==> config.mk <==
export PLATFORM = sky130hd
export DESIGN_NAME = sbc_startup_ctrl
export DESIGN_NICKNAME = d
export VERILOG_FILES = /design/src/hdl/sbc_pkg.sv /design/src/hdl/sbc_tick.sv /design/src/hdl/sbc_oneshot.sv /design/src/hdl/sbc_startup_ctrl.sv
export VERILOG_INCLUDE_DIRS = /design/src /design/src/hdl
export SDC_FILE = /design/constraint.sdc
export NUM_CORES = 2
export LEC_CHECK = 0
export ABC_AREA = 0
export ABC_CLOCK_PERIOD_IN_PS = 20800
export BUFFER_PORTS_ARGS = -buffer_cell sky130_fd_sc_hd__buf_2
export CAP_MARGIN = 10
export CORE_AREA = 2 2 306 308
export CTS_CLUSTER_DIAMETER = 150
export DETAILED_ROUTE_END_ITERATION = 12
export DIE_AREA = 0 0 308 310
export PLACE_DENSITY = 0.71
export REMOVE_ABC_BUFFERS = 1
export SETUP_SLACK_MARGIN = 0.4
export SKIP_CTS_REPAIR_TIMING = 1
export SLEW_MARGIN = 40
export SYNTH_ARGS = -nofsm -noshare
export SYNTH_HDL_FRONTEND = slang
export SYNTH_SLANG_ARGS = --single-unit
==> constraint.sdc <==
create_clock -name CLOCK -period 20.8 [get_ports CLOCK]
set_clock_uncertainty 0.1 [all_clocks]
set_input_delay 4.16 -clock CLOCK [delete_from_list [all_inputs] [get_ports CLOCK]]
set_output_delay 4.16 -clock CLOCK [all_outputs]
set_load 0.01 [all_outputs]
==> src/hdl/sbc_regs.svh <==
/*
  Register offsets, field positions, reset values and timing counts for the
  start-up and burst entry sequencer. Assumes byte addressing on a 32-bit
  bus, with one aligned word per register.
*/
`ifndef SBC_REGS_SVH
`define SBC_REGS_SVH

// byte offsets
`define SBC_FB_LEVELS 8'h00
`define SBC_PULSES 8'h04
`define SBC_REFLECT_THR 8'h08
`define SBC_SEARCH 8'h0c
`define SBC_SETPOINTS 8'h10
`define SBC_RAMP 8'h14
`define SBC_TIMERS 8'h18
`define SBC_BURST 8'h1c
`define SBC_BURST_PEAK 8'h20
`define SBC_HSMAX 8'h24
`define SBC_STATUS 8'h28
`define SBC_NUM_CFG 10

// field positions
`define SBC_LO10 9:0
`define SBC_HI10 25:16
`define SBC_LO16 15:0
`define SBC_HI16 31:16
`define SBC_LO8 7:0
`define SBC_MID10 19:10
`define SBC_TOP8 27:20
`define SBC_MID8 23:16

// reset values
`define SBC_FB_LEVELS_RST 32'h0020_0040
`define SBC_PULSES_RST 32'h0032_0064
`define SBC_REFLECT_THR_RST 32'h0180_0080
`define SBC_SEARCH_RST 32'h00c8_0020
`define SBC_SETPOINTS_RST 32'h0300_0100
`define SBC_RAMP_RST 32'h0040_0200
`define SBC_TIMERS_RST 32'h0064_1000
`define SBC_BURST_RST 32'h0803_e040
`define SBC_BURST_PEAK_RST 32'h0020_0040
`define SBC_HSMAX_RST 32'h0010_0800

// timing
`define SBC_CLK_NS 10
`define SBC_SLOW_TASK_NS 10000
`define SBC_SLOW_TASK_CYC (`SBC_SLOW_TASK_NS / `SBC_CLK_NS)
`define SBC_STEP 10'h001

`endif

==> src/hdl/sbc_pkg.sv <==
/*
  Types for the start-up and burst entry sequencer.
  Assumes sbc_regs.svh for the numbers.
*/
package sbc_pkg;
  typedef enum logic [3:0] {
    ST_IDLE = 4'b0000,
    ST_CHECK = 4'b0001,
    ST_CHECK_OT = 4'b0010,
    ST_BANG = 4'b0011,
    ST_PRECHG = 4'b0100,
    ST_HS_ON = 4'b0101,
    ST_WAIT_ZC = 4'b0110,
    ST_ZV = 4'b0111,
    ST_SLEEP = 4'b1000,
    ST_FAULT = 4'b1001
  } sbc_state_type;
  typedef logic [9:0] sbc_level_type;
endpackage

==> src/hdl/sbc_tick.sv <==
/*
  Divider giving a one-cycle slow-task enable.
  Assumes one clock and asynchronous active-high reset.
*/
`timescale 1ns/1ps
`default_nettype none
module sbc_tick #(
  parameter int DIV = 1000
) (
  // clock and reset
  input wire logic clk,
  input wire logic rst,
  // enable out
  output logic tick
);
  logic [15:0] cnt_reg;

  // free-running count; tick marks each wrap
  always_ff @(posedge clk or posedge rst) begin
    if (rst) begin
      cnt_reg <= 16'h0000;
      tick <= 1'b0;
    end else if (cnt_reg == 16'(DIV - 1)) begin
      cnt_reg <= 16'h0000;
      tick <= 1'b1;
    end else begin
      cnt_reg <= cnt_reg + 16'h0001;
      tick <= 1'b0;
    end
  end
endmodule
`default_nettype wire

==> src/hdl/sbc_oneshot.sv <==
/*
  One-shot pulse timer for the lower switch drive.
  Assumes start is a one-cycle pulse and len is at least one.
*/
`timescale 1ns/1ps
`default_nettype none
module sbc_oneshot #(
  parameter int W = 16
) (
  // clock and reset
  input wire logic clk,
  input wire logic rst,
  // request
  input wire logic start,
  input wire logic [W-1:0] len,
  // pulse
  output logic busy,
  output logic done
);
  logic [W-1:0] cnt_reg;

  // busy for exactly len cycles after start, done in the cycle after
  always_ff @(posedge clk or posedge rst) begin
    if (rst) begin
      cnt_reg <= '0;
      busy <= 1'b0;
      done <= 1'b0;
    end else if (start) begin
      cnt_reg <= len;
      busy <= 1'b1;
      done <= 1'b0;
    end else if (busy) begin
      cnt_reg <= cnt_reg - W'(1);
      busy <= (cnt_reg > W'(1));
      done <= (cnt_reg == W'(1));
    end else begin
      done <= 1'b0;
    end
  end
endmodule
`default_nettype wire

==> src/hdl/sbc_startup_ctrl.sv <==
/*
  Output start-up sequencer and burst entry decision for a half-bridge
  flyback controller, with a classic Wishbone register slave.
  Assumes all sense inputs are synchronous to CLOCK and the analogue
  levels arrive already digitised.
*/
// Overview of operation
// - start request after reset, restart, supply up
// - check brown-in, no overvoltage, feedback, temperature
// - first three within window, then temperature
// - any failed check falls back to bang-bang regulation
// - compute upper switch max on-time from input
// - one first lower pulse precharges bootstrap
// - fixed pulse until threshold, then shorten it
// - count switching cycles while searching
// - missing zero crossing: next pulse after timeout
// - too many search cycles: output short fault
// - peak starts at first overcurrent setpoint, held
// - above threshold step peak toward target
// - target rises by nominal over ramp each tick
// - clamp setpoint to start-up ceiling
// - above valley threshold use continuous scheme
// - hand over when feedback setting drops below
// - start-up too long: timeout fault
// - feedback below burst level: suppress, sleep
// - burst level from setpoint by control law
// - in burst use fixed minimum peak setting
// - recharge supply once at burst entry
`include "sbc_regs.svh"
`timescale 1ns/1ps
`default_nettype none
module sbc_startup_ctrl #(
  parameter int SLOW_DIV = `SBC_SLOW_TASK_CYC
) (
  // clock and reset
  input wire logic CLOCK,
  input wire logic SYS_RST,
  // wishbone slave
  input wire logic WB_CYC_I,
  input wire logic WB_STB_I,
  input wire logic WB_WE_I,
  input wire logic [7:0] WB_ADR_I,
  input wire logic [3:0] WB_SEL_I,
  input wire logic [31:0] WB_DAT_I,
  output logic [31:0] WB_DAT_O,
  output logic WB_ACK_O,
  // supply and start-up conditions
  input wire logic SUPPLY_ON,
  input wire logic RESTART_REQ,
  input wire logic BROWN_IN_OK,
  input wire logic NO_INPUT_OV,
  input wire logic OVERTEMP_OK,
  // digitised sense levels
  input wire logic [9:0] VIN_CODE,
  input wire logic [9:0] FB_CODE,
  input wire logic [9:0] ZCD_CODE,
  input wire logic [9:0] FB_SETPOINT,
  // power stage events
  input wire logic ZCD_DET,
  input wire logic CS_TRIP,
  // gate drives and status
  output logic UPPER_GATE,
  output logic LOWER_GATE,
  output logic [9:0] PEAK_SET,
  output logic CRM_MODE,
  output logic FB_CTRL,
  output logic BANG_BANG,
  output logic SLEEP,
  output logic HV_CELL_PULSE,
  output logic OUT_SHORT_FAULT,
  output logic STARTUP_TO_FAULT,
  output logic SHUNT_FAULT
);
  localparam logic [31:0] CFG_RST [`SBC_NUM_CFG] = '{
    `SBC_FB_LEVELS_RST, `SBC_PULSES_RST, `SBC_REFLECT_THR_RST, `SBC_SEARCH_RST,
    `SBC_SETPOINTS_RST, `SBC_RAMP_RST, `SBC_TIMERS_RST, `SBC_BURST_RST,
    `SBC_BURST_PEAK_RST, `SBC_HSMAX_RST};

  sbc_pkg::sbc_state_type state_reg;
  logic [31:0] cfg_reg [`SBC_NUM_CFG];
  logic ack_reg, supply_prev_reg, start_req, locked, slow_tick, os_start, os_busy, os_done;
  logic [3:0] idx;
  logic idx_ok, wr_en, cond123, startup, search, hs_entry;
  logic [15:0] win_cnt_reg, sto_cnt_reg, zc_to_cnt_reg, hs_cnt_reg, hs_max_reg;
  logic [15:0] os_len, zv_len, ramp_rem_reg;
  logic [7:0] search_cnt_reg;
  logic [9:0] peak_reg, target_reg, burst_thr, burst_peak, ceiling;
  logic [27:0] law_prod;
  logic [17:0] vin_prod;

  // bus decode; unmapped offsets answer with zero and drop writes
  assign idx = WB_ADR_I[5:2];
  assign idx_ok = (WB_ADR_I[7:6] == 2'b00) && (WB_ADR_I[1:0] == 2'b00) &&
                  (idx < 4'(`SBC_NUM_CFG));
  assign locked = !(state_reg inside {sbc_pkg::ST_IDLE, sbc_pkg::ST_BANG,
                                      sbc_pkg::ST_FAULT, sbc_pkg::ST_SLEEP});
  assign wr_en = ack_reg && WB_CYC_I && WB_STB_I && WB_WE_I && idx_ok && !locked;
  assign WB_ACK_O = ack_reg;

  // ack one cycle after the request, dropped the cycle after
  always_ff @(posedge CLOCK or posedge SYS_RST) begin
    if (SYS_RST) begin
      ack_reg <= 1'b0;
      WB_DAT_O <= 32'h0000_0000;
    end else begin
      ack_reg <= WB_CYC_I && WB_STB_I && !ack_reg;
      if (WB_CYC_I && WB_STB_I && !ack_reg) begin
        if (idx_ok) begin
          WB_DAT_O <= cfg_reg[idx];
        end else if (WB_ADR_I == `SBC_STATUS) begin
          WB_DAT_O <= {6'h00, peak_reg, 5'h00, locked, SHUNT_FAULT, STARTUP_TO_FAULT,
                       OUT_SHORT_FAULT, SLEEP, FB_CTRL, CRM_MODE, state_reg};
        end else begin
          WB_DAT_O <= 32'h0000_0000;
        end
      end
    end
  end

  // configuration words with byte lanes; frozen while a sequence runs
  for (genvar g = 0; g < `SBC_NUM_CFG; g++) begin : g_cfg
    always_ff @(posedge CLOCK or posedge SYS_RST) begin
      if (SYS_RST) begin
        cfg_reg[g] <= CFG_RST[g];
      end else if (wr_en && idx == 4'(g)) begin
        for (int b = 0; b < 4; b++) begin
          if (WB_SEL_I[b]) begin
            cfg_reg[g][8*b +: 8] <= WB_DAT_I[8*b +: 8];
          end
        end
      end
    end
  end

  sbc_tick #(.DIV(SLOW_DIV)) u_tick (
    .clk(CLOCK),
    .rst(SYS_RST),
    .tick(slow_tick)
  );

  sbc_oneshot #(.W(16)) u_lower (
    .clk(CLOCK),
    .rst(SYS_RST),
    .start(os_start),
    .len(os_len),
    .busy(os_busy),
    .done(os_done)
  );

  // start request on supply rising past turn-on, or restart with supply up
  assign start_req = (SUPPLY_ON && !supply_prev_reg) || (RESTART_REQ && SUPPLY_ON);
  assign cond123 = BROWN_IN_OK && NO_INPUT_OV &&
                   (FB_CODE > cfg_reg[0][`SBC_LO10]);
  assign startup = (state_reg inside {sbc_pkg::ST_PRECHG, sbc_pkg::ST_HS_ON,
                                      sbc_pkg::ST_WAIT_ZC, sbc_pkg::ST_ZV}) && !FB_CTRL;
  assign search = startup && (ZCD_CODE <= cfg_reg[2][`SBC_LO10]);
  assign ceiling = cfg_reg[4][`SBC_HI10];

  // burst level by the control law: sp * frac * fb_max + fb_min
  assign law_prod = 28'(cfg_reg[7][`SBC_LO10]) * 28'(cfg_reg[7][`SBC_TOP8]) *
                    28'(cfg_reg[7][`SBC_MID10]);
  assign burst_thr = law_prod[27:18] + cfg_reg[0][`SBC_HI10];
  assign burst_peak = cfg_reg[8][`SBC_LO10] + cfg_reg[8][`SBC_HI10];

  // fixed pulse until the reflected level passes threshold, then shorter
  always_comb begin
    zv_len = cfg_reg[1][`SBC_HI16];
    if (ZCD_CODE > cfg_reg[2][`SBC_LO10]) begin
      if (zv_len > 16'(ZCD_CODE - cfg_reg[2][`SBC_LO10])) begin
        zv_len = zv_len - 16'(ZCD_CODE - cfg_reg[2][`SBC_LO10]);
      end else begin
        zv_len = 16'h0001;
      end
    end
  end

  // lower switch launches: first precharge pulse or zero-voltage pulse
  assign os_start = (state_reg == sbc_pkg::ST_CHECK_OT && OVERTEMP_OK) ||
                    (state_reg == sbc_pkg::ST_WAIT_ZC && (ZCD_DET ||
                     zc_to_cnt_reg >= cfg_reg[3][`SBC_HI16]) &&
                     search_cnt_reg <= cfg_reg[3][`SBC_LO8]);
  assign os_len = (state_reg == sbc_pkg::ST_CHECK_OT) ? cfg_reg[1][`SBC_LO16] : zv_len;
  assign hs_entry = os_done && (state_reg == sbc_pkg::ST_PRECHG ||
                    (state_reg == sbc_pkg::ST_ZV && !(FB_CTRL && FB_CODE < burst_thr)));
  assign vin_prod = 18'(VIN_CODE) * 18'(cfg_reg[9][`SBC_MID8]);

  // main sequence
  always_ff @(posedge CLOCK or posedge SYS_RST) begin
    if (SYS_RST) begin
      state_reg <= sbc_pkg::ST_IDLE;
    end else begin
      unique case (state_reg)
        sbc_pkg::ST_IDLE, sbc_pkg::ST_BANG, sbc_pkg::ST_FAULT, sbc_pkg::ST_SLEEP: begin
          if (start_req) begin
            state_reg <= sbc_pkg::ST_CHECK;
          end
        end
        sbc_pkg::ST_CHECK: begin
          if (cond123) begin
            state_reg <= sbc_pkg::ST_CHECK_OT;
          end else if (win_cnt_reg >= cfg_reg[6][`SBC_HI16]) begin
            state_reg <= sbc_pkg::ST_BANG;
          end
        end
        sbc_pkg::ST_CHECK_OT: begin
          state_reg <= OVERTEMP_OK ? sbc_pkg::ST_PRECHG : sbc_pkg::ST_BANG;
        end
        sbc_pkg::ST_PRECHG: begin
          if (os_done) begin
            state_reg <= sbc_pkg::ST_HS_ON;
          end
        end
        sbc_pkg::ST_HS_ON: begin
          if (hs_cnt_reg >= hs_max_reg) begin
            state_reg <= sbc_pkg::ST_FAULT;
          end else if (CS_TRIP) begin
            state_reg <= sbc_pkg::ST_WAIT_ZC;
          end
        end
        sbc_pkg::ST_WAIT_ZC: begin
          if (search_cnt_reg > cfg_reg[3][`SBC_LO8]) begin
            state_reg <= sbc_pkg::ST_FAULT;
          end else if (os_start) begin
            state_reg <= sbc_pkg::ST_ZV;
          end
        end
        sbc_pkg::ST_ZV: begin
          if (os_done) begin
            // the pulse that would follow is simply never launched
            state_reg <= hs_entry ? sbc_pkg::ST_HS_ON : sbc_pkg::ST_SLEEP;
          end
        end
        default: begin
          state_reg <= sbc_pkg::ST_IDLE;
        end
      endcase
      if (startup && sto_cnt_reg >= cfg_reg[6][`SBC_LO16]) begin
        state_reg <= sbc_pkg::ST_FAULT;
      end
    end
  end

  // window, timeout and on-time counters
  always_ff @(posedge CLOCK or posedge SYS_RST) begin
    if (SYS_RST) begin
      supply_prev_reg <= 1'b0;
      win_cnt_reg <= 16'h0000;
      sto_cnt_reg <= 16'h0000;
      zc_to_cnt_reg <= 16'h0000;
      hs_cnt_reg <= 16'h0000;
      hs_max_reg <= 16'h0000;
    end else begin
      supply_prev_reg <= SUPPLY_ON;
      win_cnt_reg <= (state_reg != sbc_pkg::ST_CHECK) ? 16'h0000 :
                     win_cnt_reg + 16'(slow_tick);
      sto_cnt_reg <= !startup ? 16'h0000 : sto_cnt_reg + 16'(slow_tick);
      zc_to_cnt_reg <= (state_reg != sbc_pkg::ST_WAIT_ZC) ? 16'h0000 :
                       zc_to_cnt_reg + 16'h0001;
      hs_cnt_reg <= (state_reg != sbc_pkg::ST_HS_ON) ? 16'h0000 : hs_cnt_reg + 16'h0001;
      if (state_reg == sbc_pkg::ST_CHECK_OT) begin
        // linear inverse: higher input, shorter allowed on-time
        hs_max_reg <= (cfg_reg[9][`SBC_LO16] > 16'(vin_prod[17:8])) ?
                      cfg_reg[9][`SBC_LO16] - 16'(vin_prod[17:8]) : 16'h0001;
      end
    end
  end

  // search cycle count, cleared by any detected zero crossing
  always_ff @(posedge CLOCK or posedge SYS_RST) begin
    if (SYS_RST) begin
      search_cnt_reg <= 8'h00;
    end else if (state_reg == sbc_pkg::ST_CHECK_OT || ZCD_DET) begin
      search_cnt_reg <= 8'h00;
    end else if (hs_entry && search && search_cnt_reg != 8'hff) begin
      search_cnt_reg <= search_cnt_reg + 8'h01;
    end
  end

  // target ramp: remainder accumulates nominal, one step per cycle of N
  always_ff @(posedge CLOCK or posedge SYS_RST) begin
    if (SYS_RST) begin
      target_reg <= 10'h000;
      ramp_rem_reg <= 16'h0000;
    end else if (!startup) begin
      target_reg <= 10'h000;
      ramp_rem_reg <= 16'h0000;
    end else if (slow_tick) begin
      ramp_rem_reg <= ramp_rem_reg + 16'(cfg_reg[5][`SBC_LO10]);
    end else if (ramp_rem_reg >= cfg_reg[5][`SBC_HI16] && cfg_reg[5][`SBC_HI16] != 16'h0000) begin
      // spread over idle cycles, so nominal/ramp must stay below the tick
      ramp_rem_reg <= ramp_rem_reg - cfg_reg[5][`SBC_HI16];
      target_reg <= (target_reg == 10'h3ff) ? target_reg : target_reg + 10'h001;
    end
  end

  // peak setting per cycle
  always_ff @(posedge CLOCK or posedge SYS_RST) begin
    if (SYS_RST) begin
      peak_reg <= 10'h000;
    end else if (state_reg == sbc_pkg::ST_SLEEP) begin
      peak_reg <= burst_peak;
    end else if (state_reg == sbc_pkg::ST_CHECK_OT) begin
      peak_reg <= (cfg_reg[4][`SBC_LO10] > ceiling) ? ceiling :
                  cfg_reg[4][`SBC_LO10];
    end else if (FB_CTRL) begin
      peak_reg <= FB_SETPOINT;
    end else if (hs_entry && !search) begin
      if (ZCD_CODE < target_reg) begin
        peak_reg <= (peak_reg >= ceiling - `SBC_STEP) ? ceiling :
                    peak_reg + `SBC_STEP;
      end else if (ZCD_CODE > target_reg && peak_reg >= `SBC_STEP) begin
        peak_reg <= peak_reg - `SBC_STEP;
      end
    end
  end

  // mode flags, faults and the one supply recharge
  always_ff @(posedge CLOCK or posedge SYS_RST) begin
    if (SYS_RST) begin
      FB_CTRL <= 1'b0;
      CRM_MODE <= 1'b0;
      HV_CELL_PULSE <= 1'b0;
      OUT_SHORT_FAULT <= 1'b0;
      STARTUP_TO_FAULT <= 1'b0;
      SHUNT_FAULT <= 1'b0;
    end else begin
      HV_CELL_PULSE <= (state_reg == sbc_pkg::ST_ZV) && os_done && !hs_entry;
      if (state_reg == sbc_pkg::ST_CHECK_OT) begin
        FB_CTRL <= 1'b0;
        CRM_MODE <= 1'b0;
      end else begin
        if (startup && FB_SETPOINT < peak_reg) begin
          FB_CTRL <= 1'b1;
        end
        if (startup && ZCD_CODE > cfg_reg[2][`SBC_HI10]) begin
          CRM_MODE <= 1'b1;
        end
      end
      if (start_req) begin
        OUT_SHORT_FAULT <= 1'b0;
        STARTUP_TO_FAULT <= 1'b0;
        SHUNT_FAULT <= 1'b0;
      end
      if (state_reg == sbc_pkg::ST_WAIT_ZC && search_cnt_reg > cfg_reg[3][`SBC_LO8]) begin
        OUT_SHORT_FAULT <= 1'b1;
      end
      if (startup && sto_cnt_reg >= cfg_reg[6][`SBC_LO16]) begin
        STARTUP_TO_FAULT <= 1'b1;
      end
      if (state_reg == sbc_pkg::ST_HS_ON && hs_cnt_reg >= hs_max_reg) begin
        SHUNT_FAULT <= 1'b1;
      end
    end
  end

  assign UPPER_GATE = (state_reg == sbc_pkg::ST_HS_ON);
  assign LOWER_GATE = os_busy;
  assign PEAK_SET = peak_reg;
  assign BANG_BANG = (state_reg == sbc_pkg::ST_BANG);
  assign SLEEP = (state_reg == sbc_pkg::ST_SLEEP);
endmodule
`default_nettype wire

Yosys cells after proc, flatten, opt, wreduce, memory -nomap -nowiden
Index checks and enable logic that the tools add are counted.

Logic and storage cells: 319. Input bits: 96. Output and inout bits: 53. Register bits after elaboration: 523.

$add $sub $neg: 18. Multiply operators: 3. $lt $le $gt $ge: 23. Equal/unequal tests: 36. Reductions and logical operators: 115. Mux-type cells: 59. Bitwise logic cells: 1.

Operators by type and width (count): 16-bit two-way mux (14); 32-bit binary-select mux with 4-bit select (1); 10-bit two-way mux (12); 32-bit two-way mux (3); 2-bit AND reduction (41); 16-bit >= comparator (5); 10-bit greater-than comparator (5); 16-bit by 1-bit adder with 16-bit output, second input constant (3); 4-bit two-way mux (11); 1-bit logical AND (43); 10-bit by 8-bit multiplier with 18-bit output (2); 16-bit by 1-bit adder with 16-bit output (2); 4-bit by 3-bit == test with 1-bit output, second input constant (8); 16-bit subtractor (2); 10-bit < comparator (3); 18-bit by 10-bit multiplier with 28-bit output (1); 4-bit case mux with 7 select lines (1); 26-bit two-way mux (1); 10-bit by 1-bit adder with 10-bit output, second input constant (2); 10-bit adder (2); 10-bit by 1-bit subtractor with 10-bit output, second input constant (2); 16-bit by 10-bit adder with 16-bit output (1); 16-bit by 1-bit == test with 1-bit output, second input constant (1); 16-bit by 10-bit == test with 1-bit output, second input constant (1); other kinds (43) (88).

Longest topological paths before layout
Depth after elaboration: 14. Gate-level depth with buffers: 56.

By module
From an unflattened synthesis, not the netlist that was laid out.

Cells, all modules: 4139. Area, all modules: 41691.2 µm².

Modules (own cells, without submodules): sbc_startup_ctrl (times used 1, cells an instance 3959, area an instance 39865.7 µm²); sbc_oneshot (times used 1, cells an instance 108, area an instance 1031.0 µm²); sbc_tick (times used 1, cells an instance 72, area an instance 794.5 µm²).

Least setup slack after synthesis
Ideal clock, no wire load.

Path type: reg2reg. Start: reg cfg_reg[91] (netlist name). End: reg peak_reg[8], in the netlist PEAK_SET[8]. Library setup time: 0.087 ns. Cell stages (with the launch flop): 51. Path slack: 9.265 ns. Period minus slack after synthesis: 11.535 ns. Arrival: 11.348 ns. Data required time: 20.613 ns. Path through: dfstp_2 -> clkbuf_1 -> nand2_1 -> fa_1 -> fa_1 -> inv_1 -> fa_1 -> inv_1 -> fa_1 -> inv_1 -> ha_1 -> inv_1 -> o21ai_0 -> nand2_1 -> nor2_1 -> nor3_1 -> xnor2_1 -> nand2_1 -> [... 15 more ...] -> a21o_1 -> a21oi_1 -> o21bai_1 -> a21oi_1 -> o21ai_0 -> a21o_1 -> a21oi_1 -> xnor2_1 -> xnor2_1 -> ha_1 -> nand3_1 -> nand2_1 -> a41oi_1 -> a21oi_1 -> a31oi_1 -> buf_2 -> nor2_1 -> a22oi_1.

Word-level cells in the longest chain between the ends: 12.

RTL lines: from (decl) (RTL line sbc_startup_ctrl.sv:80) `` logic [31:0] cfg_reg [`SBC_NUM_CFG]; ``; from (signal, indexed assignment) (RTL line sbc_startup_ctrl.sv:124) `cfg_reg[g] <= CFG_RST[g];`; from (signal, indexed assignment) (RTL line sbc_startup_ctrl.sv:128) `cfg_reg[g][8*b +: 8] <= WB_DAT_I[8*b +: 8];`; 10-bit by 8-bit multiplier with 18-bit output (RTL line sbc_startup_ctrl.sv:160) `` assign law_prod = 28'(cfg_reg[7][`SBC_LO10]) * 28'(cfg_reg[7][`SBC_TOP8]) * ``; 18-bit by 10-bit multiplier with 28-bit output (RTL line sbc_startup_ctrl.sv:160); 10-bit adder (RTL line sbc_startup_ctrl.sv:162) `` assign burst_thr = law_prod[27:18] + cfg_reg[0][`SBC_HI10]; ``; 10-bit < comparator (RTL line sbc_startup_ctrl.sv:184) `(state_reg == sbc_pkg::ST_ZV && !(FB_CTRL && FB_CODE < burst_thr)));`; 1-bit logical AND (RTL line sbc_startup_ctrl.sv:184); 1-bit logical NOT (RTL line sbc_startup_ctrl.sv:184); 1-bit logical AND (RTL line sbc_startup_ctrl.sv:184); 1-bit logical OR (RTL line sbc_startup_ctrl.sv:183) `assign hs_entry = os_done && (state_reg == sbc_pkg::ST_PRECHG ||`; 1-bit logical AND (RTL line sbc_startup_ctrl.sv:183); 1-bit logical AND (RTL line sbc_startup_ctrl.sv:307) `end else if (hs_entry && !search) begin`; 4-bit nonzero test (no source line); 2-bit AND reduction (no source line); to (signal assigned) (RTL line sbc_startup_ctrl.sv:303) `` peak_reg <= (cfg_reg[4][`SBC_LO10] > ceiling) ? ceiling : ``; to (signal assigned) (RTL line sbc_startup_ctrl.sv:309) `` peak_reg <= (peak_reg >= ceiling - `SBC_STEP) ? ceiling : ``; to (signal assigned) (RTL line sbc_startup_ctrl.sv:312) `` peak_reg <= peak_reg - `SBC_STEP; ``; to (decl) (RTL line sbc_startup_ctrl.sv:87) `logic [9:0] peak_reg, target_reg, burst_thr, burst_peak, ceiling;`.

No other way between the ends. A chain may end at the register's enable or synchronous reset.

Final worst setup path
Start: reg cfg_reg[87] (netlist name). End: reg peak_reg[2], in the netlist PEAK_SET[2].

The elaborated chain is that of the path after synthesis.

==> flow_summary.ini <==
[status]
status = complete, no violations

[setup_path]
critPathRequiredTime_ns = 21.22
worstSetupStartpointType = register
critical_path.most_common_cell = fa_1
crit_fanout = 16
critPathArrivalTime_ns = 13.38
max_stage_delay_ns = 0.58
cp-end-kind = register
crit_family = adder cells
slowest_stage = xnor2_1
critPathBufInv = 8
critical_path_class = reg2reg
r2r_slack_ns = 7.83

[global_routing]
antenna_found_initial = 18
grt_start_max_net_pins = 112
grt_pass1_vias = 32000
grt_usage_pct = 26.4
grt_pass1_wl_um = 193000
global_route.overflow_total = 0

[power_and_ir_drop]
design_power_total_mw = 2.64
peakVddDrop_mv = 0.0690
p_leak_nw = 22.0
powerDensity_nw_per_um2 = 58.4

[finish]
register_area_um2 = 13100
fill_cells = 8356
final_cell_count_no_fill = 5406
syn_to_final_growth_pct = 9.64
fin_nets = 4849
multi_input_area_um2 = 26000
largest_reg_flops = 310
layout-drive-gt1-share_pct = 18.0
stdcell_area_um2 = 45200

[drt]
vias_per_cell = 5.98
avgRoutedWirePerCell_um = 23.3
drc = 0
vias = 32300
wl_um = 126000
dr.pass1.iters = 8
drtAntennaViolNets = 0
drt_iter0_markers = 3214

[cts]
clkTransAtPathRegs_ns = 0.07
cts.sinks = 523
insertion_delay_ns = 0.65
htree_levels = 2
numCtsBuffers = 54
cts_tree = yes
clockBufferDepth = 3
cts_root_buf = clkbuf_16

[placement]
gp_congestion = 0.964
placed_cell_area_um2 = 43300
placed_cells = 5298
io_buffers = 148
dp.final_hpwl_um = 96900

[yosys]
ys_seq_area_share_pct = 31.8
syn_avg_cell_area_um2 = 10.1
synthCells = 4082
synth_edf_count = 0
syn_area_um2 = 41300
ys_types = 74
yosysWarnings = 0
synthFlopType = dfrtp_1
ys_ff_latch = 523
async_flop_share_pct = 100

[timing]
min_period_ns = 12.97
maxSlewViolCount = 0
finalSetupViolCount = 0
fin_crit_sh_pct = 62.3
grt_setup_unrepaired = false
hold_viol = 0
worst_pin_slew_ns = 0.969
tns_ns = 0
fmax_mhz = 77.1
relSlewSlack_pct = 35.0

[die]
die_w_um = 308
num_rows = 112
start_util_pct = 44.6
io_pins = 149
fp.dieArea_um2 = 95500
die_h_um = 310
coreArea_um2 = 92500

[job]
maxCapViolCount = 0

[worst_hold_path]
hp-class = reg2reg
power by group:
group / internal (mW) / switching [mW] / leakage, nW
combinational: 0.166 / 0.299 / 14.0
clock: 0.593 / 0.448 / 0.911
sequential: 1.06 / 0.0776 / 7.08
worst paths after layout:
path	start	endpoint	depth (start not counted)
worst max register to register	cfg_reg[87]	PEAK_SET[2]	50
worst min register to register	u_tick.cnt_reg[0]	u_tick.cnt_reg[0]	1
max in group asynchronous	SYS_RST	WB_DAT_O[2]	5
min in group asynchronous	SYS_RST	u_tick.cnt_reg[6]	2
worst max-delay path	cfg_reg[87]	PEAK_SET[2]	50
worst min-delay path	u_tick.cnt_reg[0]	u_tick.cnt_reg[0]	1
layout by cell type, fill, tap and decap left out, types with 134 or more instances in the layout:
master | synthesis | layout
mux2_2 | 325 | 325
a21oi_1 | 167 | 167
dfrtp_1 | 488 | 487
ha_1 | 369 | 369
inv_1 | 442 | 441
and2_1 | 183 | 183
nand2_1 | 389 | 389
nor2_1 | 200 | 198
o21ai_0 | 135 | 134
fa_1 | 227 | 227
buf_2 | 1 | 146
kinds of logic (layout without fill, tap and decap cells):
| kind of cell | after synthesis | count (layout) | share of synthesized area (%) |
|---|---|---|---|
| and+or+nand+nor | 1122 | 1122 | 13.2 |
| AOI/OAI and AO/OA | 638 | 638 | 10.4 |
| buffers and inverters | 607 | 728 | 5.52 |
| adders and majority gates | 596 | 596 | 22.2 |
| DFF | 523 | 523 | 31.8 |
| muxes | 399 | 399 | 12.6 |
| xor gates and xnor gates | 197 | 197 | 4.18 |
| other | 0 | 6 | 0 |
area by class of cell:
type / instances / area share (%)
multi-input combinational: 2952 / 57.5
sequential: 523 / 29.0
inverter: 443 / 3.70
clock buffer: 70 / 3.36
tap: 1197 / 3.31
timing repair buffer: 183 / 2.28
clock inverter: 32 / 0.780
antenna: 6 / 0.0332
synth_stat cells (43+ instances only):
cell type / instances / area [um2]
a21o_1: 52 / 390
a21oi_1: 167 / 836
and2_1: 183 / 1140
buf_1: 43 / 161
clkbuf_1: 120 / 450
dfrtp_1: 488 / 12200
fa_1: 227 / 4540
ha_1: 369 / 4620
inv_1: 442 / 1660
mux2_2: 325 / 3660
mux4_2: 64 / 1440
nand2_1: 389 / 1460
nand3_1: 70 / 350
nor2_1: 200 / 751
nor3_1: 56 / 280
o21ai_0: 135 / 676
xnor2_1: 118 / 1030
xor2_1: 79 / 692
metrics by stage:
stage	utilization, %	hold WS (ns)	worst slack, ns
after global routing	48.9	0.372	7.01
after CTS	48.8	0.360	7.67
after global placement	46.7	0.345	8.11
after floorplan	-	0.333	1.99
after detailed placement	46.8	0.350	7.68
final	48.9	0.359	7.83
routing by layer:
metal	GRT usage [%]	vias up	routed length (um)	part of all wire [%]
met5	0	-	230	0.18
met4	8.42	30	4400	3.5
met3	7.50	289	13300	11
met2	40.1	1411	55200	44
met1	36.5	16300	52600	42
li1	-	14300	-	-
No activity file was read; power rests on OpenSTA's default activity.
